==> src/rxctl_pkg.sv <==
package rxctl_pkg;

  // system clock
  localparam int CLOCK_MHZ = 50;

  // start-up and retune times in microseconds, blanking hold in milliseconds
  localparam int PLL_433_US = 261;
  localparam int PLL_315_US = 269;
  localparam int SIG_433_R0_US = 1096;
  localparam int SIG_433_R1_US = 644;
  localparam int SIG_433_R2_US = 417;
  localparam int SIG_433_R3_US = 304;
  localparam int SIG_315_R0_US = 1132;
  localparam int SIG_315_R1_US = 665;
  localparam int SIG_315_R2_US = 431;
  localparam int SIG_315_R3_US = 324;
  localparam int RETUNE_US = 100;
  localparam int BLANK_HOLD_MS = 52;

  // derived cycle counts (exact at 50 MHz)
  localparam int PLL_433_CYCLES = PLL_433_US * CLOCK_MHZ;
  localparam int PLL_315_CYCLES = PLL_315_US * CLOCK_MHZ;
  localparam int SIG_433_R0_CYCLES = SIG_433_R0_US * CLOCK_MHZ;
  localparam int SIG_433_R1_CYCLES = SIG_433_R1_US * CLOCK_MHZ;
  localparam int SIG_433_R2_CYCLES = SIG_433_R2_US * CLOCK_MHZ;
  localparam int SIG_433_R3_CYCLES = SIG_433_R3_US * CLOCK_MHZ;
  localparam int SIG_315_R0_CYCLES = SIG_315_R0_US * CLOCK_MHZ;
  localparam int SIG_315_R1_CYCLES = SIG_315_R1_US * CLOCK_MHZ;
  localparam int SIG_315_R2_CYCLES = SIG_315_R2_US * CLOCK_MHZ;
  localparam int SIG_315_R3_CYCLES = SIG_315_R3_US * CLOCK_MHZ;
  localparam int RETUNE_CYCLES = RETUNE_US * CLOCK_MHZ;
  localparam int BLANK_HOLD_CYCLES = BLANK_HOLD_MS * 1000 * CLOCK_MHZ;

  // oscillator start-up and slicer base tick, plain defaults
  localparam int XTO_START_CYCLES = 100;
  localparam int DCLK_CYCLES = 59;
  localparam int DEBOUNCE_TICKS = 2;
  localparam int CNT_W = 24;

  // register byte offsets
  localparam logic [3:0] CTRL_OFS = 4'h0;
  localparam logic [3:0] STATUS_OFS = 4'h4;
  localparam logic [3:0] COUNT_OFS = 4'h8;

  // control fields and reset values
  localparam int CTRL_VARIANT_BIT = 0;
  localparam int CTRL_HOLD_BIT = 1;
  localparam logic CTRL_VARIANT_RST = 1'h0;
  localparam logic CTRL_HOLD_RST = 1'h1;

  // status fields
  localparam int ST_MODE_LSB = 0;
  localparam int ST_PHASE_LSB = 2;
  localparam int ST_XTO_BIT = 5;
  localparam int ST_READY_BIT = 6;
  localparam int ST_LOST_BIT = 7;
  localparam int ST_BAND_LSB = 8;
  localparam int ST_ASK_BIT = 10;

  typedef enum logic [1:0] {MODE_OFF, MODE_STANDBY, MODE_ACTIVE} mode_t;
  typedef enum logic [2:0] {PH_IDLE, PH_PLL, PH_SIG, PH_READY, PH_RETUNE} phase_t;

endpackage

==> src/slicer_if.sv <==
interface slicer_if;
  logic       sample;
  logic       enable;
  logic       restart;
  logic       hold_en;
  logic [1:0] band;
  logic       sliced;
  logic       lost;

  modport ctrl (output sample, enable, restart, hold_en, band, input sliced, lost);
  modport filt (input sample, enable, restart, hold_en, band, output sliced, lost);
endinterface
==> src/data_slicer.sv <==
module data_slicer #(
  parameter int DCLK_CYCLES = rxctl_pkg::DCLK_CYCLES,
  parameter int HOLD_CYCLES = rxctl_pkg::BLANK_HOLD_CYCLES
) (
  // clocking
  input wire logic clock,
  input wire logic arst_n,
  input wire logic clk_en,
  // control side
  slicer_if.filt   sl
);

  typedef struct packed {
    logic [15:0]                 div;
    logic [3:0]                  sub;
    logic [1:0]                  stable;
    logic                        level;
    logic [rxctl_pkg::CNT_W-1:0] blank;
    logic                        lost;
  } slicer_state_t;

  slicer_state_t state_ff;
  slicer_state_t nxt_state;
  logic          tick;
  logic          xtick;
  logic [3:0]    xdiv;

  if (DCLK_CYCLES < 1 || DCLK_CYCLES > 65535) begin : g_bad_dclk
    $error("data_slicer: DCLK_CYCLES out of range");
  end
  if (HOLD_CYCLES < 1 || HOLD_CYCLES >= (1 << rxctl_pkg::CNT_W)) begin : g_bad_hold
    $error("data_slicer: HOLD_CYCLES out of range");
  end

  // slower debounce tick for lower bands: 8, 4, 2, 1 base ticks
  assign xdiv  = 4'h8 >> sl.band;
  assign tick  = state_ff.div == 16'(DCLK_CYCLES - 1);
  assign xtick = tick && (state_ff.sub == xdiv - 4'h1);

  // debounce the demodulated bit and watch ask blanking time
  always_comb begin
    nxt_state = state_ff;
    if (!sl.enable || sl.restart) begin
      nxt_state = '0;
    end else begin
      nxt_state.div = tick ? 16'h0 : state_ff.div + 16'h1;
      if (tick) begin
        nxt_state.sub = xtick ? 4'h0 : state_ff.sub + 4'h1;
      end
      if (xtick) begin
        if (sl.sample != state_ff.level) begin
          if (state_ff.stable == 2'(rxctl_pkg::DEBOUNCE_TICKS - 1)) begin
            nxt_state.level  = sl.sample;
            nxt_state.stable = 2'h0;
          end else begin
            nxt_state.stable = state_ff.stable + 2'h1;
          end
        end else begin
          nxt_state.stable = 2'h0;
        end
      end
      // threshold is held through blanking up to the hold limit
      if (!sl.hold_en || state_ff.level) begin
        nxt_state.blank = '0;
        nxt_state.lost  = 1'b0;
      end else if (state_ff.blank == rxctl_pkg::CNT_W'(HOLD_CYCLES - 1)) begin
        nxt_state.lost = 1'b1;
      end else begin
        nxt_state.blank = state_ff.blank + 1'b1;
      end
    end
  end

  // state register
  always_ff @(posedge clock or negedge arst_n) begin
    if (!arst_n) begin
      state_ff <= '0;
    end else if (clk_en) begin
      state_ff <= nxt_state;
    end
  end

  assign sl.sliced = state_ff.level;
  assign sl.lost   = state_ff.lost;

endmodule // data_slicer

==> src/rx_mode_and_bitrate_control.sv <==
// Functional notes
// - both mode pins low: off, oscillator stopped, clock output off, input ignored.
// - enable only: standby, oscillator runs, clock output after oscillator start-up.
// - standby keeps receive path disabled and ignores transmitter signals.
// - enable and receive-activate high: active, received data forwarded on output.
// - active entry first runs PLL start-up: 261 us or 269 us by variant.
// - signal-processing start-up begins only after the PLL phase ends.
// - signal-processing start-up time depends on rate band and variant.
// - after both phases the receive path is declared ready.
// - FSK: upper deviation gives 1; ASK: carrier on gives 1.
// - two rate-select pins choose the data filter band.
// - band change in active mode settles within 100 us without restart (code: from ready or retune only; in signal start-up it reloads the start-up count).
// - band and modulation changed together: full start-up of the new band.
// - without RF during start-up, filter noise is passed to the output (code: data held low in the PLL phase and after a modulation change in ready or retune).
// - ASK blanking up to 52 ms keeps the data slicer behaviour.
// - modulation select high means ASK, low means FSK.
module rx_mode_and_bitrate_control #(
  parameter int PLL_433_CYCLES    = rxctl_pkg::PLL_433_CYCLES,
  parameter int PLL_315_CYCLES    = rxctl_pkg::PLL_315_CYCLES,
  parameter int SIG_433_CYCLES[4] = '{rxctl_pkg::SIG_433_R0_CYCLES, rxctl_pkg::SIG_433_R1_CYCLES,
                                      rxctl_pkg::SIG_433_R2_CYCLES, rxctl_pkg::SIG_433_R3_CYCLES},
  parameter int SIG_315_CYCLES[4] = '{rxctl_pkg::SIG_315_R0_CYCLES, rxctl_pkg::SIG_315_R1_CYCLES,
                                      rxctl_pkg::SIG_315_R2_CYCLES, rxctl_pkg::SIG_315_R3_CYCLES},
  parameter int RETUNE_CYCLES     = rxctl_pkg::RETUNE_CYCLES,
  parameter int BLANK_HOLD_CYCLES = rxctl_pkg::BLANK_HOLD_CYCLES,
  parameter int XTO_START_CYCLES  = rxctl_pkg::XTO_START_CYCLES,
  parameter int DCLK_CYCLES       = rxctl_pkg::DCLK_CYCLES
) (
  // clocking
  input  wire logic        clock,
  input  wire logic        arst_n,
  input  wire logic        clk_en,
  // mode pins from the host
  input  wire logic        rx_activate,
  input  wire logic        enable,
  input  wire logic        modulation_select,
  input  wire logic        rate_select_low,
  input  wire logic        rate_select_high,
  input  wire logic        clock_divider_sel0,
  input  wire logic        clock_divider_sel1,
  // front-end decisions
  input  wire logic        rf_input_carrier,
  input  wire logic        rf_input_upper,
  // outputs to the host
  output logic             data_out,
  output logic             clock_out_enable,
  output logic             osc_running,
  // avalon-mm slave
  input  wire logic [3:0]  avs_address,
  input  wire logic        avs_read,
  input  wire logic        avs_write,
  input  wire logic [31:0] avs_writedata,
  input  wire logic [3:0]  avs_byteenable,
  output logic [31:0]      avs_readdata,
  output logic             avs_waitrequest
);

  localparam int W = rxctl_pkg::CNT_W;

  typedef struct packed {
    rxctl_pkg::mode_t  mode;
    rxctl_pkg::phase_t phase;
    logic [W-1:0]      cnt;
    logic [W-1:0]      xto_cnt;
    logic              xto_ok;
    logic [1:0]        band;
    logic              mod_ask;
    logic              settle_low;
    logic              data;
    logic              clk_out_en;
    logic              ack;
    logic [31:0]       rdata;
    logic              variant_315;
    logic              hold_en;
  } ctrl_state_t;

  ctrl_state_t       state_ff;
  ctrl_state_t       nxt_state;
  rxctl_pkg::mode_t  mode_now;
  logic [1:0]        band_pin;
  logic              demod;
  logic              req;
  logic              path_on;
  slicer_if          sl ();

  // refuse counts that do not fit the counters
  if (PLL_433_CYCLES < 1 || PLL_433_CYCLES >= (1 << W)
      || PLL_315_CYCLES < 1 || PLL_315_CYCLES >= (1 << W)) begin : g_bad_pll
    $error("rx_mode_and_bitrate_control: PLL count out of range");
  end
  for (genvar i = 0; i < 4; i++) begin : g_chk_sig
    if (SIG_433_CYCLES[i] < 1 || SIG_433_CYCLES[i] >= (1 << W)
        || SIG_315_CYCLES[i] < 1 || SIG_315_CYCLES[i] >= (1 << W)) begin : g_bad_sig
      $error("rx_mode_and_bitrate_control: start-up count out of range");
    end
  end
  if (RETUNE_CYCLES < 1 || RETUNE_CYCLES >= (1 << W)
      || XTO_START_CYCLES < 1 || XTO_START_CYCLES >= (1 << W)) begin : g_bad_misc
    $error("rx_mode_and_bitrate_control: retune or oscillator count out of range");
  end

  // signal-processing start-up reload value for a band and variant
  function automatic logic [W-1:0] sig_load(input logic v315, input logic [1:0] b);
    int c;
    c = v315 ? SIG_315_CYCLES[b] : SIG_433_CYCLES[b];
    return W'(c - 1);
  endfunction

  // pll start-up reload value for a variant
  function automatic logic [W-1:0] pll_load(input logic v315);
    return v315 ? W'(PLL_315_CYCLES - 1) : W'(PLL_433_CYCLES - 1);
  endfunction

  // operating mode decoded from the two mode pins
  always_comb begin
    if (!enable) begin
      mode_now = rxctl_pkg::MODE_OFF;
    end else if (!rx_activate) begin
      mode_now = rxctl_pkg::MODE_STANDBY;
    end else begin
      mode_now = rxctl_pkg::MODE_ACTIVE;
    end
  end

  // band and demodulated bit from the host and front-end pins
  assign band_pin = {rate_select_high, rate_select_low};
  assign demod    = modulation_select ? rf_input_carrier : rf_input_upper;
  assign req      = avs_read || avs_write;

  // filter drive: runs only once the pll phase is over
  assign path_on    = (state_ff.phase == rxctl_pkg::PH_SIG)
                      || (state_ff.phase == rxctl_pkg::PH_READY)
                      || (state_ff.phase == rxctl_pkg::PH_RETUNE);
  assign sl.sample  = demod;
  assign sl.enable  = path_on;
  assign sl.restart = (state_ff.phase == rxctl_pkg::PH_PLL);
  assign sl.band    = state_ff.band;
  assign sl.hold_en = state_ff.hold_en && state_ff.mod_ask;

  data_slicer #(
    .DCLK_CYCLES (DCLK_CYCLES),
    .HOLD_CYCLES (BLANK_HOLD_CYCLES)
  ) u_slicer (
    .clock  (clock),
    .arst_n (arst_n),
    .clk_en (clk_en),
    .sl     (sl)
  );

  // next-state logic: oscillator, start-up sequence, output, bus
  always_comb begin
    nxt_state      = state_ff;
    nxt_state.mode = mode_now;

    // oscillator start-up, stopped in off mode
    if (mode_now == rxctl_pkg::MODE_OFF) begin
      nxt_state.xto_cnt = '0;
      nxt_state.xto_ok  = 1'b0;
    end else if (!state_ff.xto_ok) begin
      if (state_ff.xto_cnt == W'(XTO_START_CYCLES - 1)) begin
        nxt_state.xto_ok = 1'b1;
      end else begin
        nxt_state.xto_cnt = state_ff.xto_cnt + 1'b1;
      end
    end
    nxt_state.clk_out_en = nxt_state.xto_ok
                           && (clock_divider_sel0 || clock_divider_sel1);

    // receive start-up sequence
    if (mode_now != rxctl_pkg::MODE_ACTIVE) begin
      nxt_state.phase      = rxctl_pkg::PH_IDLE;
      nxt_state.cnt        = '0;
      nxt_state.settle_low = 1'b0;
    end else begin
      case (state_ff.phase)
        rxctl_pkg::PH_IDLE: begin
          if (state_ff.xto_ok) begin
            nxt_state.phase = rxctl_pkg::PH_PLL;
            nxt_state.cnt   = pll_load(state_ff.variant_315);
          end
        end
        rxctl_pkg::PH_PLL: begin
          if (state_ff.cnt == '0) begin
            nxt_state.phase      = rxctl_pkg::PH_SIG;
            nxt_state.band       = band_pin;
            nxt_state.mod_ask    = modulation_select;
            nxt_state.settle_low = 1'b0;
            nxt_state.cnt        = sig_load(state_ff.variant_315, band_pin);
          end else begin
            nxt_state.cnt = state_ff.cnt - 1'b1;
          end
        end
        rxctl_pkg::PH_SIG: begin
          if (band_pin != state_ff.band || modulation_select != state_ff.mod_ask) begin
            nxt_state.band    = band_pin;
            nxt_state.mod_ask = modulation_select;
            nxt_state.cnt     = sig_load(state_ff.variant_315, band_pin);
          end else if (state_ff.cnt == '0) begin
            nxt_state.phase      = rxctl_pkg::PH_READY;
            nxt_state.settle_low = 1'b0;
          end else begin
            nxt_state.cnt = state_ff.cnt - 1'b1;
          end
        end
        rxctl_pkg::PH_READY, rxctl_pkg::PH_RETUNE: begin
          if (modulation_select != state_ff.mod_ask) begin
            nxt_state.phase      = rxctl_pkg::PH_SIG;
            nxt_state.band       = band_pin;
            nxt_state.mod_ask    = modulation_select;
            nxt_state.settle_low = 1'b1;
            nxt_state.cnt        = sig_load(state_ff.variant_315, band_pin);
          end else if (band_pin != state_ff.band) begin
            nxt_state.phase = rxctl_pkg::PH_RETUNE;
            nxt_state.band  = band_pin;
            nxt_state.cnt   = W'(RETUNE_CYCLES - 1);
          end else if (state_ff.phase == rxctl_pkg::PH_RETUNE) begin
            if (state_ff.cnt == '0) begin
              nxt_state.phase = rxctl_pkg::PH_READY;
            end else begin
              nxt_state.cnt = state_ff.cnt - 1'b1;
            end
          end
        end
        default: begin
          nxt_state.phase = rxctl_pkg::PH_IDLE;
          nxt_state.cnt   = '0;
        end
      endcase
    end

    // data output: low outside the receive path and while a modulation change made after ready settles
    if (mode_now != rxctl_pkg::MODE_ACTIVE || !path_on) begin
      nxt_state.data = 1'b0;
    end else if (state_ff.phase == rxctl_pkg::PH_SIG && state_ff.settle_low) begin
      nxt_state.data = 1'b0;
    end else begin
      nxt_state.data = sl.sliced;
    end

    // bus: one wait cycle, then the access completes
    nxt_state.ack = req && !state_ff.ack;
    if (req && !state_ff.ack) begin
      nxt_state.rdata = 32'h0;
      if (avs_read) begin
        case (avs_address)
          rxctl_pkg::CTRL_OFS: begin
            nxt_state.rdata[rxctl_pkg::CTRL_VARIANT_BIT] = state_ff.variant_315;
            nxt_state.rdata[rxctl_pkg::CTRL_HOLD_BIT]    = state_ff.hold_en;
          end
          rxctl_pkg::STATUS_OFS: begin
            nxt_state.rdata[rxctl_pkg::ST_MODE_LSB +: 2]  = state_ff.mode;
            nxt_state.rdata[rxctl_pkg::ST_PHASE_LSB +: 3] = state_ff.phase;
            nxt_state.rdata[rxctl_pkg::ST_XTO_BIT]        = state_ff.xto_ok;
            nxt_state.rdata[rxctl_pkg::ST_READY_BIT]      =
              (state_ff.phase == rxctl_pkg::PH_READY);
            nxt_state.rdata[rxctl_pkg::ST_LOST_BIT]       = sl.lost;
            nxt_state.rdata[rxctl_pkg::ST_BAND_LSB +: 2]  = state_ff.band;
            nxt_state.rdata[rxctl_pkg::ST_ASK_BIT]        = state_ff.mod_ask;
          end
          rxctl_pkg::COUNT_OFS: begin
            nxt_state.rdata[W-1:0] = state_ff.cnt;
          end
          default: begin
            nxt_state.rdata = 32'h0;
          end
        endcase
      end
    end
    if (avs_write && state_ff.ack && avs_address == rxctl_pkg::CTRL_OFS
        && avs_byteenable[0]) begin
      nxt_state.variant_315 = avs_writedata[rxctl_pkg::CTRL_VARIANT_BIT];
      nxt_state.hold_en     = avs_writedata[rxctl_pkg::CTRL_HOLD_BIT];
    end
  end

  // state register
  always_ff @(posedge clock or negedge arst_n) begin
    if (!arst_n) begin
      state_ff             <= '0;
      state_ff.mode        <= rxctl_pkg::MODE_OFF;
      state_ff.phase       <= rxctl_pkg::PH_IDLE;
      state_ff.variant_315 <= rxctl_pkg::CTRL_VARIANT_RST;
      state_ff.hold_en     <= rxctl_pkg::CTRL_HOLD_RST;
    end else if (clk_en) begin
      state_ff <= nxt_state;
    end
  end

  // outputs
  assign data_out         = state_ff.data;
  assign clock_out_enable = state_ff.clk_out_en;
  assign osc_running      = state_ff.xto_ok;
  assign avs_readdata     = state_ff.rdata;
  assign avs_waitrequest  = req && (!state_ff.ack || !clk_en); // frozen state keeps the bus waiting

endmodule // rx_mode_and_bitrate_control

==> config.mk <==
export PLATFORM = sky130hd
export DESIGN_NAME = rx_mode_and_bitrate_control
export DESIGN_NICKNAME = d
export VERILOG_FILES = /design/src/rxctl_pkg.sv /design/src/slicer_if.sv /design/src/data_slicer.sv /design/src/rx_mode_and_bitrate_control.sv
export SDC_FILE = /design/constraint.sdc
export NUM_CORES = 1
export LEC_CHECK = 0
export BUFFER_PORTS_ARGS = -buffer_cell sky130_fd_sc_hd__buf_2
export CAP_MARGIN = 20
export CORE_MARGIN = 4
export CORE_UTILIZATION = 25
export DETAILED_ROUTE_END_ITERATION = 10
export HOLD_SLACK_MARGIN = 0.08
export PLACE_DENSITY = 0.52
export SYNTH_ARGS = -nofsm -noshare
export SYNTH_HDL_FRONTEND = slang
export SYNTH_SLANG_ARGS = --single-unit
==> constraint.sdc <==
create_clock -name clock -period 3.2 [get_ports clock]
set_clock_uncertainty 0.15 [all_clocks]
set_input_delay 0.16 -clock clock [delete_from_list [all_inputs] [get_ports clock]]
set_output_delay 0.16 -clock clock [all_outputs]
set_load 0.03 [all_outputs]
Yosys cells after proc, flatten, opt, wreduce, memory -nomap -nowiden
Cells that the tools add are included.

Bits in latches: 0. Memories kept: 0. Flip-flop bits (word level): 143. Input bits: 54. Bits in writable memories: 0. Bits in read-only memories: 0.

Divide/modulo/power cells: 0. Reduce and logical (&&, ||, !) cells: 47. $mul: 0. Multiplexer cells: 54. Equality and inequality tests: 28. Shift-type cells: 1. Bitwise gates (word level): 2. Add/subtract/negate cells: 8. Magnitude comparators: 1.

Operators by type and width (count): 24-bit two-way mux (11); 27-bit two-way mux (5); 32-bit binary-select mux with 2-bit select (2); 27-bit case mux with 4 select lines (1); 25-bit two-way mux (3); 24-bit by 1-bit adder with 24-bit output, second input constant (2); 48-bit two-way mux (1); 24-bit by 22-bit equality test with 1-bit output, second input constant (1); 24-bit by 7-bit equality test with 1-bit output, second input constant (1); 24-bit zero test (1); 24-bit by 1-bit subtractor with 24-bit output, second input constant (1); 24-bit by 2-bit subtractor with 24-bit output, second input constant (1); 9-bit case mux with 2 select lines (1); 6-bit AND reduction (3); 16-bit by 1-bit adder with 16-bit output, second input constant (1); 16-bit by 6-bit equality test with 1-bit output, second input constant (1); 16-bit two-way mux (1); 3-bit two-way mux (5); 3-bit != test, second input constant (5); 2-bit two-way mux (7); 13-bit two-way mux (1); 4-bit two-way mux (3); 4-bit case mux with 3 select lines (1); 2-bit AND reduction (6); other kinds (36) (76).

Depth between registers and ports, before layout
Depth after elaboration: 9. Depth in mapped cells: 15. Gate-level depth less buffers: 12.

By module
From an unflattened synthesis, not the netlist that was laid out.

Cell total of the unflattened synthesis: 1011. Area, all modules: 8784.7 µm².

By module, submodules not included: rx_mode_and_bitrate_control (area an instance 5944.5 µm², cells an instance 693, instances 1, seq. area each 2178.3 µm²); data_slicer (area an instance 2840.2 µm², cells an instance 318, instances 1, seq. area each 1201.2 µm²).

Worst setup path after synthesis
OpenSTA, ideal clock, no wires.

Kind: reg-to-reg. Start: register state_ff[66] in the netlist's numbering. End: register state_ff[66] in the netlist's numbering. Required time: 2.910 ns. Clock period less this slack: 3.110 ns. Stages on the path, launching flop included: 15. Arrival: 2.820 ns. Path buffers: 3. Setup slack: 0.090 ns. Library setup time: 0.140 ns. Cell sequence: dfrtp_1 > inv_1 > ha_1 > or4b_1 > buf_2 > or2_1 > buf_4 > nor3_4 > inv_2 > clkbuf_1 > ha_1 > nor2_1 > o21ai_0 > a21oi_1 > o22ai_1.

Cells in the longest elaborated chain, start to end: 7. Elaborated cells between the ends (all ways): 10.

RTL lines: from (decl) (RTL line rx_mode_and_bitrate_control.sv:77) `ctrl_state_t state_ff;`; from (signal assigned) (RTL line rx_mode_and_bitrate_control.sv:285) `state_ff <= nxt_state;`; 24-bit by 1-bit subtractor with 24-bit output or 24-bit zero test (tied branches); 24-bit two-way mux (RTL line rx_mode_and_bitrate_control.sv:198, rx_mode_and_bitrate_control.sv:217); 27-bit two-way mux (RTL line rx_mode_and_bitrate_control.sv:216) `end else if (state_ff.phase == rxctl_pkg::PH_RETUNE) begin`; 27-bit two-way mux (RTL line rx_mode_and_bitrate_control.sv:212) `end else if (band_pin != state_ff.band) begin`; 27-bit two-way mux (RTL line rx_mode_and_bitrate_control.sv:206) `if (modulation_select != state_ff.mod_ask) begin`; 27-bit case mux with 4 select lines * (RTL line rx_mode_and_bitrate_control.sv:175) `case (state_ff.phase)`; 27-bit two-way mux * (RTL line rx_mode_and_bitrate_control.sv:170) `if (mode_now != rxctl_pkg::MODE_ACTIVE) begin`.

Every way passes the cells marked *; elsewhere a longest branch is shown, timed or not. The select of a mux whose other input is x is not followed. A chain may end at the register's enable or synchronous reset.

Worst setup path in the final report
Start: register state_ff[66] in the netlist's numbering. End: register state_ff[38] in the netlist's numbering.

Cells in the longest elaborated chain, start to end: 3.

RTL lines: 24-bit zero test (RTL line rx_mode_and_bitrate_control.sv:183) `if (state_ff.cnt == '0) begin`; 2-bit != test (no source line); 6-bit AND reduction (no source line).

No other way between the ends.

==> flow_metrics.py <==
metrics = {
    "synth": {
        "ys_seq_elements": 135,
        "yosys.area.top_type": "dfrtp_1",
        "synth_edf_count": 0,
        "ys_warn_count": 0,
        "synth_top_area_frac": 0.399,
        "synthArstFlopShare": 1.00,
        "synth_area_um2": 8400,
        "synth.avg_cell_area_um2": 8.68,
        "netlist_instances": 968,
        "synth-seq-area-share": 0.402,
        "synth_ff_type": "dfrtp_1",
        "synthTopCellsByArea": "dfrtp_1 40%, nor2_1 4.6%, nand2_1 4.0%, xor2_1 3.5%, o21ai_0 3.2%",
        "ys_types": 75,
    },
    "worst_setup_path": {
        "reg2reg_depth": 10,
        "crit_path_end": "state_ff[38]",
        "ff2ff_setup_slack_ns": 0.21,
        "cp.arrival_ns": 3.14,
        "crit_path_start_kind": "register",
        "path_max_fanout": 11,
        "r2r-start": "state_ff[66]",
        "cp-end-kind": "register",
        "critPathLaunch": "state_ff[66]",
        "crit_type": "reg2reg",
        "crit_required_ns": 3.35,
        "reg2reg_to": "state_ff[38]",
    },
    "pwr": {
        "leakagePower_nw": 4.26,
        "power-per-cell-area_nw_per_um2": 550,
        "pwr-share-clk": 0.371,
        "pwr-share-comb": 0.266,
        "total_power_mw": 5.41,
        "ir_drop_mv": 0.289,
        "power.switching_mw": 1.88,
        "switching_share": 0.348,
        "p_int_mw": 3.53,
        "p_seq_frac": 0.364,
    },
    "global_route": {
        "grt_pass1_vias": 7106,
        "grt_util_met3": 0.0232,
        "met1_usage": 0.182,
        "grt_max_degree": 59,
        "grt.met2_usage": 0.204,
        "grt_pass1_wl_mm": 38.5,
        "track_usage": 0.130,
        "grt_busiest_layer": "met2",
        "antenna_found_initial": 0,
        "grt_remaining_overflow": 0,
    },
    "timing": {
        "slew_viol_final": 0,
        "setup_tns_ns": 0,
        "fin_crit_sh": 0.933,
        "hold_ws_ns": 0.143,
        "hold_viol": 0,
        "relSlewSlack": 0.299,
        "fin_crit_ns": 2.99,
        "rsz0062_at_grt": "false",
        "setup_viol": 0,
        "max_freq_mhz": 335,
        "worstMarginPinSlew_ns": 1.05,
    },
    "cells_and_area": {
        "register_area_um2": 3380,
        "diodes": 0,
        "drive_gt1_frac": 0.129,
        "final_cell_mix": "134 x dfrtp_1, 103 x nor2_1, 89 x nand2_1, 54 x o21ai_0, 47 x buf_2",
        "area_delta_synth_final_pct": 17.1,
        "fillers": 3493,
        "final_common_cell": "dfrtp_1",
        "fin_util": 0.299,
        "fin_nets": 1080,
        "multi_input_area_um2": 4500,
    },
    "floorplanning": {
        "die_area_um2": 36600,
        "core_um2": 32900,
        "io_pins": 90,
        "rows": 66,
        "initial_utilization": 0.256,
        "die_w_um": 191,
        "die_h_um": 191,
    },
    "placed_design": {
        "gp_congestion": 0.830,
        "io_buffers": 48,
        "dp.final_hpwl_mm": 16.8,
    },
    "drt": {
        "drtIter0Drc": 613,
        "drc": 0,
        "dr.pass1.iters": 6,
        "num_vias": 7446,
        "via_per_inst": 5.08,
        "wl_per_cell_um": 16.0,
        "ant_nets": 0,
        "totalWireLength_mm": 23.4,
    },
    "clocking": {
        "clock-sinks": 135,
        "numCtsBuffers": 17,
        "clockBufferDepth": 2,
        "cts_tree": "built",
        "root_buffer": "clkbuf_16",
        "htreeDepth": 4,
        "ctsResizeCount": 0,
        "path_clk_slew_ns": 0.06,
        "clk-insertion-delay-late_ns": 0.43,
    },
    "hold_path": {
        "min_path_type": "in2reg",
    },
    "run_status": {
        "outcome": "finished clean",
    },
    "job": {
        "cap_violations": 0,
    },
}
[synthesized netlist by cell type, types with 4 or more instances]
master,number
o41ai_1,4
ha_1,16
a31oi_1,17
buf_4,33
o31ai_1,13
nand4_1,21
a222oi_1,10
o21a_1,4
a21oi_1,42
o21ai_1,4
nor4_1,16
a2111oi_0,6
nor2b_1,10
or3_1,10
nand3_1,43
nand2b_1,13
o211ai_1,9
or4_1,5
clkbuf_1,41
o22ai_1,6
and3_1,18
mux2_2,7
a22o_1,18
o21ai_0,54
nor4b_1,4
a211oi_1,9
nand2_1,89
a21o_1,4
xor2_1,34
and2_1,4
xnor2_1,26
nor2_1,103
mux2i_1,11
nor3_1,27
dfrtp_1,134
o2bb2ai_1,6
inv_1,34
[layout make-up]
cell class                 instances  share of cell area
multi-input combinational        725               0.458
sequential                       135               0.344
timing repair buffer              96              0.0678
tap                              442              0.0562
clock buffer                      18              0.0447
clock inverter                    14              0.0165
inverter                          35              0.0134
[worst min path at each step]
| stage | from | endpoint | slack (ns) | depth (start not counted) |
|---|---|---|---|---|
| floorplan | arst_n | avs_readdata[0] | -0.29 | 0 |
| global placement | arst_n | avs_readdata[13] | -0.04 | 1 |
| detailed placement | arst_n | avs_readdata[13] | -0.05 | 1 |
| CTS | avs_address[2] | avs_readdata[1] | 0.13 | 3 |
| global route | avs_address[2] | avs_readdata[1] | 0.14 | 3 |
| finish | rf_input_upper | u_slicer.sl.sliced | 0.14 | 4 |
[power by group through the flow]
stage                     sequential (mW)  combinational, mW  clock [mW]
after global routing                 1.98               1.59        2.14
after detailed placement             2.00               1.41           0
after CTS                            1.96               1.43        2.07
after floorplan                      1.92               1.02           0
after global placement               1.99               1.41           0
final                                1.97               1.44        2.01
[through the flow]
stage	std cells	worst slack [ns]	cell area, um2
final	1465	0.215	9830
after global routing	1465	0.0419	9830
after CTS	1465	0.213	9830
after detailed placement	1418	0.236	9070
after global placement	1418	0.265	9070
after floorplan	975	0.0898	8430
[state kept, by name, summed over array words and instances (netlist names)]
signal,cells
avs_readdata,24
clock_out_enable,1
data_out,1
osc_running,1
sl.band,2
state_ff,58
u_slicer.sl.lost,1
u_slicer.sl.sliced,1
u_slicer.state_ff,46
[per-layer routing]
metal	routed length, um	vias to the layer above
met4	484	0
met2	10600	209
li1	-	3590
met5	0	-
met3	1090	36
met1	11200	3611
[worst max-delay path, stage by stage (launching register included)]
cell and delay (ns):
dfrtp_1 0.42, inv_1 0.10, ha_1 0.21, or4b_1 0.47, or2_1 0.39, nor3_4 0.26, inv_2 0.08, buf_4 0.18
o21ai_1 0.15, nand3_1 0.11, mux2_1 0.33
[timing repair]
item,CTS,global route
hold endpoints to repair,144,0
hold buffers,15,0
buffers inserted,0,0
[logic make-up after synthesis]
group                      after synthesis  share of synthesized area
DFF                                    135                      0.402
muxes                                   19                     0.0238
AOI/OAI and AO/OA                      238                      0.194
adders and majority gates               16                     0.0238
buffers and inverters                  115                     0.0666
and+or+nand+nor                        384                      0.227
other                                    1                   0.000446
xor gates and xnor gates                60                     0.0626
Power figures use the tool's default switching activity.
